`src/design/rcfr_pkg.sv`:
```
package rcfr_pkg;
  localparam logic [11:0] RCFR_ADDR_SECONDARY = 12'hfd6;
  localparam logic [11:0] RCFR_ADDR_FLAGS     = 12'hfd7;
  localparam logic [11:0] RCFR_ADDR_BROWNOUT  = 12'hedb;
  localparam logic [11:0] RCFR_ADDR_IRQ_STAT  = 12'hfd0;
  localparam logic [11:0] RCFR_ADDR_IRQ_MASK  = 12'hfd1;
  localparam int RCFR_BIT_OVERFLOW  = 7;
  localparam int RCFR_BIT_UNDERFLOW = 6;
  localparam int RCFR_BIT_WINVIO  = 5;
  localparam int RCFR_BIT_WDTO    = 4;
  localparam int RCFR_BIT_PIN     = 3;
  localparam int RCFR_BIT_RSTINS  = 2;
  localparam int RCFR_BIT_POWERON = 1;
  localparam int RCFR_BIT_BROWN   = 0;
  localparam int RCFR_BIT_VREG    = 2;
  localparam int RCFR_BIT_CFGMEM  = 0;
  localparam int RCFR_BIT_ARMED   = 0;
  localparam int RCFR_BIT_SWBOREN = 7;
  localparam logic [7:0] RCFR_FLAGS_WMASK     = 8'hff;
  localparam logic [7:0] RCFR_SECONDARY_WMASK = 8'h05;
  localparam logic [7:0] RCFR_FLAGS_POR_RST   = 8'h3c;
  localparam logic [7:0] RCFR_SECONDARY_RST   = 8'h05;
  localparam logic       RCFR_SWBOREN_RST     = 1'b1;
  localparam logic [9:0] RCFR_IRQ_MASK_RST    = 10'h000;
endpackage

```
`src/design/rcfr_reset_cause.sv`:
```
// Behaviour
// RQ1: Stack overflow sets bit 7, cleared by power-on/brown-out reset, firmware writable.
// RQ2: Stack underflow sets bit 6, cleared by power-on/brown-out reset, firmware writable.
// RQ3: A watchdog clear in a closed window clears bit 5; power-on/brown-out reset sets it.
// RQ4: A watchdog time-out clears bit 4; power-on/brown-out reset sets it; firmware writable.
// RQ5: A clear-pin reset clears bit 3; power-on/brown-out reset sets it.
// RQ6: A reset instruction clears bit 2; power-on/brown-out reset sets it; firmware writable.
// RQ7: Power-on reset clears bit 1, other resets leave it; firmware may set it.
// RQ8: Brown-out reset clears bit 0, other non-power-on resets leave it; firmware may set it.
// RQ9: A regulator ready fault clears the regulator flag in the secondary register.
// RQ10: The secondary register keeps a configuration-memory corruption flag, set by power-on.
// RQ11: The brown-out armed status reads 1 when armed and 0 when off or warming up.
// RQ12: The flag registers sit at 0xfd7 and 0xfd6, each 8 bits wide.
// RQ13: A reset event other than power-on or brown-out changes only the flag of its own cause.
// RQ14: Firmware returns each flag to inactive after restart; hardware does so only for bits 7..2, on power-on/brown-out reset.
// RQ15: A firmware write of an active value is stored and causes no reset.
// RQ16: Events are clock-synchronous pulses; an event beats a write to the same flag.
module rcfr_reset_cause
  import rcfr_pkg::*;
(
  input  wire logic        clk,
  input  wire logic        nrst,
  input  wire logic        power_on_event,
  input  wire logic        brownout_event,
  input  wire logic        stack_overflow_event,
  input  wire logic        stack_underflow_event,
  input  wire logic        window_violation_event,
  input  wire logic        watchdog_timeout_event,
  input  wire logic        clear_pin_event,
  input  wire logic        reset_instruction_event,
  input  wire logic        regulator_fault_event,
  input  wire logic        config_memory_event,
  input  wire logic        brownout_armed,
  input  wire logic [11:0] addr,
  input  wire logic [7:0]  wdata,
  input  wire logic        wr,
  input  wire logic        rd,
  output logic      [7:0]  rdata,
  output logic             sw_brownout_enable,
  output logic             irq
);

  logic [7:0] power_control_reset_flags;
  logic [7:0] power_control_secondary_flags;
  logic       swboren;
  logic [9:0] irq_status;
  logic [9:0] irq_mask;

  // Power-on and brown-out both restore the documented reset pattern in flag bits 7..2
  wire logic supply_reset = power_on_event | brownout_event;

  wire logic sel_flags     = addr == RCFR_ADDR_FLAGS;
  wire logic sel_secondary = addr == RCFR_ADDR_SECONDARY;
  wire logic sel_brownout  = addr == RCFR_ADDR_BROWNOUT;
  wire logic sel_istat     = addr == RCFR_ADDR_IRQ_STAT;
  wire logic sel_imask     = addr == RCFR_ADDR_IRQ_MASK;

  wire logic wr_flags     = wr & sel_flags;
  wire logic wr_secondary = wr & sel_secondary;

  // Events that force a bit high (set) and low (clear)
  wire logic [7:0] hw_set_flags = {stack_overflow_event, stack_underflow_event, 6'h00}; // RQ1 RQ2
  wire logic [7:0] hw_clr_flags = {2'h0,
                                   window_violation_event,  // RQ3
                                   watchdog_timeout_event,  // RQ4
                                   clear_pin_event,         // RQ5
                                   reset_instruction_event, // RQ6
                                   power_on_event,          // RQ7
                                   brownout_event};         // RQ8
  wire logic [7:0] hw_clr_sec   = {5'h00, regulator_fault_event, 2'h0}; // RQ9
  wire logic [7:0] hw_set_sec   = {7'h00, config_memory_event};          // RQ10

  // Firmware write merged first so that hardware events override it
  wire logic [7:0] fw_flags = wr_flags ? (wdata & RCFR_FLAGS_WMASK)
                                       : power_control_reset_flags; // RQ15
  wire logic [7:0] fw_sec   = wr_secondary ? (wdata & RCFR_SECONDARY_WMASK)
                                           : power_control_secondary_flags;

  // Supply reset: bits 7..2 to pattern, bit 1 per cause, bit 0 cleared on brown-out
  wire logic [7:0] sup_flags = {RCFR_FLAGS_POR_RST[7:2],
                                power_on_event ? 1'b0 : fw_flags[RCFR_BIT_POWERON], // RQ7
                                brownout_event ? 1'b0 :
                                  (power_on_event ? fw_flags[RCFR_BIT_BROWN] : 1'b0)}; // RQ8

  wire logic [7:0] next_power_control_reset_flags =
    supply_reset ? sup_flags
                 : ((fw_flags & ~hw_clr_flags) | hw_set_flags); // RQ13 RQ16
  wire logic [7:0] next_power_control_secondary_flags =
    supply_reset ? (RCFR_SECONDARY_RST & ~hw_clr_sec)              // RQ9 RQ10
                 : ((fw_sec & ~hw_clr_sec) | hw_set_sec);           // RQ13 RQ16

  wire logic [9:0] events = {stack_overflow_event, stack_underflow_event,
                             window_violation_event, watchdog_timeout_event,
                             clear_pin_event, reset_instruction_event,
                             power_on_event, brownout_event,
                             regulator_fault_event, config_memory_event};
  wire logic [9:0] istat_clr = (wr & sel_istat) ? {wdata, 2'b00} : 10'h000;
  wire logic [9:0] next_irq_status = (irq_status & ~istat_clr) | events;

  wire logic [7:0] brownout_read = {swboren, 6'h00, brownout_armed}; // RQ11

  wire logic [7:0] read_mux =
    sel_flags     ? power_control_reset_flags :
    sel_secondary ? power_control_secondary_flags :
    sel_brownout  ? brownout_read :
    sel_istat     ? irq_status[9:2] :
    sel_imask     ? irq_mask[9:2] : 8'h00;

  always_ff @(posedge clk) begin
    if (!nrst) begin
      power_control_reset_flags     <= RCFR_FLAGS_POR_RST;
      power_control_secondary_flags <= RCFR_SECONDARY_RST;
      swboren                       <= RCFR_SWBOREN_RST;
      irq_status                    <= 10'h000;
      irq_mask                      <= RCFR_IRQ_MASK_RST;
      rdata                         <= 8'h00;
    end else begin
      power_control_reset_flags     <= next_power_control_reset_flags; // RQ12
      power_control_secondary_flags <= next_power_control_secondary_flags; // RQ12
      irq_status                    <= next_irq_status;
      rdata                         <= rd ? read_mux : 8'h00;
      if (supply_reset) begin
        swboren <= RCFR_SWBOREN_RST;
      end else if (wr & sel_brownout) begin
        swboren <= wdata[RCFR_BIT_SWBOREN];
      end
      if (wr & sel_imask) begin
        irq_mask <= {wdata, 2'b00};
      end
    end
  end

  assign sw_brownout_enable = swboren;
  assign irq                = |(irq_status & irq_mask);

endmodule // rcfr_reset_cause

```
`config.mk`:
```
export PLATFORM = sky130hd
export DESIGN_NAME = rcfr_reset_cause
export DESIGN_NICKNAME = d
export VERILOG_FILES = /design/src/design/rcfr_pkg.sv /design/src/design/rcfr_reset_cause.sv
export SDC_FILE = /design/constraint.sdc
export NUM_CORES = 1
export LEC_CHECK = 0
export BUFFER_PORTS_ARGS = -buffer_cell sky130_fd_sc_hd__buf_2
export CAP_MARGIN = 20
export CORE_AREA = 2 2 63 65
export DETAILED_ROUTE_END_ITERATION = 10
export DIE_AREA = 0 0 65 67
export PLACE_DENSITY_LB_ADDON = 0.2
export SLEW_MARGIN = 20
export SYNTH_ARGS = -nofsm -noshare
export SYNTH_HDL_FRONTEND = slang
export SYNTH_SLANG_ARGS = --single-unit
```
`constraint.sdc`:
```
create_clock -name clk -period 1.45 [get_ports clk]
set_input_delay 0.0725 -clock clk [delete_from_list [all_inputs] [get_ports clk]]
set_output_delay 0.0725 -clock clk [all_outputs]
set_load 0.01 [all_outputs]
```
==> flow_metrics.py <==
metrics = {
    "global_routing": {
        "grt_first_pass_wirelength_um": 7038,
        "grt_pass1_vias": 1480,
        "antenna_found_initial": 0,
        "grt_max_degree": 14,
        "grt.total_usage_pct": 21.73,
        "overflow": 0,
    },
    "power": {
        "powerDensity_nw_per_um2": 965.8,
        "p_sw_share_pct": 23.01,
        "switchingPower_uw": 483.0,
        "pwr-share-seq_pct": 49.0,
        "ir_drop_mv": 0.5056,
        "power_frac_clock_pct": 41.7,
        "power_leakage_uw": 0.0009550,
        "intPower_uw": 1616,
        "p_comb_share_pct": 9.3,
        "total_power_uw": 2099,
    },
    "routing": {
        "drt-pass1-iter-count": 4,
        "drtIter0Drc": 109,
        "ant_nets": 0,
        "drc_errors": 0,
        "wl_per_cell_um": 15.62,
        "vias_per_cell": 5.509,
        "num_vias": 1537,
        "routed_wl_um": 4359,
    },
    "run": {
        "drv_cap": 0,
    },
    "layout": {
        "final_common_cell": "buf_2",
        "multi_input_area_um2": 867.1,
        "register_area_um2": 720.7,
        "layout_common_cells": "buf_2, dfxtp_1, mux2i_1",
        "nFillCells": 311,
        "instances_no_fill": 279,
        "layout.nets": 265,
        "antenna_cells": 0,
        "final_util_pct": 60.27,
        "layout-drive-gt1-share_pct": 30.30,
        "syn_to_final_growth_pct": 32.49,
    },
    "floorplan": {
        "io_pins": 45,
        "rows": 22,
        "dieArea_um2": 4355,
        "core_um2": 3606,
        "die_width_um": 65,
        "die-height_um": 67,
        "start_util_pct": 45.49,
    },
    "logic_synthesis": {
        "synth_ff_type": "dfxtp_1",
        "yosys.area.top_type": "dfxtp_1",
        "ys_seq_area_share_pct": 43.94,
        "synth_area_um2": 1640,
        "postSynthAreaPerCell_um2": 9.881,
        "synth_edf_count": 0,
        "ys_async_sr_fraction_pct": 0,
        "synthesis.nets": 201,
        "ys_seq_elements": 36,
        "ys_types": 34,
        "synth_top_area_share_pct": 43.94,
        "synthCells": 166,
        "yosys-top-cells-area": "dfxtp_1, mux2i_1, o21ai_0, a31oi_1, nor2b_1",
        "ys_warn_count": 0,
    },
    "setup_path": {
        "critPathArrivalTime_ns": 1.35,
        "crit-reg2reg-launch": "irq_mask[2]",
        "end_kind": "flop",
        "rr_endpoint": "rdata[0]",
        "critPathSlowestCell": "nor4_1",
        "required_ns": 1.61,
        "reg2reg_slack_ns": 0.36,
        "critPathBufInv": 2,
        "critical-path-max-stage-delay_ns": 0.48,
        "crit_family": "simple AND/OR/NAND/NOR gates",
        "path_class": "in2reg",
        "worst-path-max-fanout": 4,
        "worstSetupStartpoint": "addr[5]",
        "ff2ff_path_depth": 4,
        "start_kind": "input pin",
        "cp_cell_sequence": "buf_2 -> nand4b_4 -> nor4_1 -> buf_4 -> mux2i_1 -> a22oi_1",
    },
    "sta": {
        "hold_violations": 0,
        "holdWs_ns": 0.006150,
        "grt_setup_unrepaired": "no",
        "fmax_mhz": 838.8,
        "setup_violations": 0,
        "maxSlewViolCount": 0,
        "setup_tns_ns": 0,
        "clock_skew_ns": 0.008092,
        "fin_crit_ns": 1.192,
        "fin_crit_sh_pct": 82.22,
        "relSlewSlack_pct": 67.92,
        "tightest_slew_ns": 0.4775,
    },
    "cts": {
        "cts_sinks": 36,
        "ctsRootBufferMaster": "clkbuf_8",
        "cts_tree": "yes",
        "clk_path_buf_depth": 2,
        "numCtsBuffers": 5,
        "clk_pin_slew_ns": 0.07,
        "htreeDepth": 2,
        "clock_latency_ns": 0.29,
        "cts_resized": 0,
    },
    "hold_path": {
        "min_path_cells": 2,
        "holdPathEnd": "power_control_reset_flags[5]",
        "holdCritPathClass": "in2reg",
        "min_from": "window_violation_event",
    },
    "place": {
        "hpwl_um": 3255,
        "dpl.cell_count": 266,
        "gp_congestion": 0.9101,
        "portBuffers": 44,
    },
    "status": {
        "status": "complete, no violations",
    },
}
## synthesized netlist by cell type, types with 2 or more instances
cell,instances
nor2_1,7
nand3_1,2
o21ai_0,14
nand2_1,7
a222oi_1,2
and4_1,2
nor2b_1,8
nor4_4,2
mux2i_1,20
mux2_1,2
a22oi_1,6
nand4_1,4
o2bb2ai_1,5
inv_1,8
and4b_1,2
a31oi_1,9
dfxtp_1,36
clkbuf_1,5
and3_1,4
nor3_1,4
nor4_1,2
a21o_1,2
nand3b_1,2
## worst register-to-register path, delay by kind of cell, from the launching register on
kind	cells	cell delay [ns]
muxes	1	0.10
AOI/OAI and AO/OA	3	0.53
DFF	1	0.37
## cells by family after synthesis
logic type | after synthesis | share of synthesized area (%)
flops | 36 | 43.94
compound gates | 42 | 17.62
simple gates | 51 | 20.98
mux | 23 | 14.26
buf+inv | 14 | 3.204
## sequential cells by signal, summed over array words and instances, names as in the netlist
signal,count
irq_mask,8
irq_status,8
power_control_reset_flags,8
power_control_secondary_flags,3
rdata,8
sw_brownout_enable,1
## layout make-up
class                      count  share of cell area (%)
inverter                       8                   1.382
clock inverter                 2                   1.612
timing repair buffer          63                   17.85
multi-input combinational    116                   39.90
sequential                    36                   33.16
clock buffer                   6                   3.339
tap                           48                   2.763
## worst max-delay path by stage
stage,endpoint,slack (ns),cells after the start
2_1_floorplan,power_control_reset_flags[1],-0.11,4
3_3_place_gp,power_control_secondary_flags[0],-0.14,6
3_5_place_dp,power_control_secondary_flags[0],-0.08,6
4_1_cts,power_control_secondary_flags[0],0.23,6
5_1_grt,power_control_reset_flags[4],0.14,7
6_report,power_control_secondary_flags[2],0.26,6
## repair_timing
action / in CTS / in global routing
hold buffers: 5 / 0
setup buffers: 0 / 0
endpoints found under the hold margin: 5 / 0
setup endpoints to repair: 0 / 0
## power by group through the flow
stage / clock [uW] / sequential (uW) / combinational (uW)
floorplan: 0 / 1040 / 82.5
global placement: 0 / 1050 / 177
detailed placement: 0 / 1050 / 184
CTS: 890 / 1030 / 195
global route: 930 / 1030 / 214
finish: 876 / 1030 / 196
## metal layers
layer / vias to the layer above / routed length [um] / global-route usage (%)
met5: - / 0 / 0
met4: 0 / 56 / 7.447
met3: 7 / 179 / 5.236
met2: 38 / 2173 / 38.02
met1: 728 / 1949 / 25.96
li1: 764 / - / -
## metrics by stage
step	area, um^2	setup WS (ns)
6_report	2173	0.2578
5_1_grt	2173	0.1359
4_1_cts	2173	0.2274
3_5_place_dp	2016	-0.07775
3_3_place_gp	2016	-0.1421
2_1_floorplan	1640	-0.1068
Note: power is estimated with default switching activity, not from simulation.
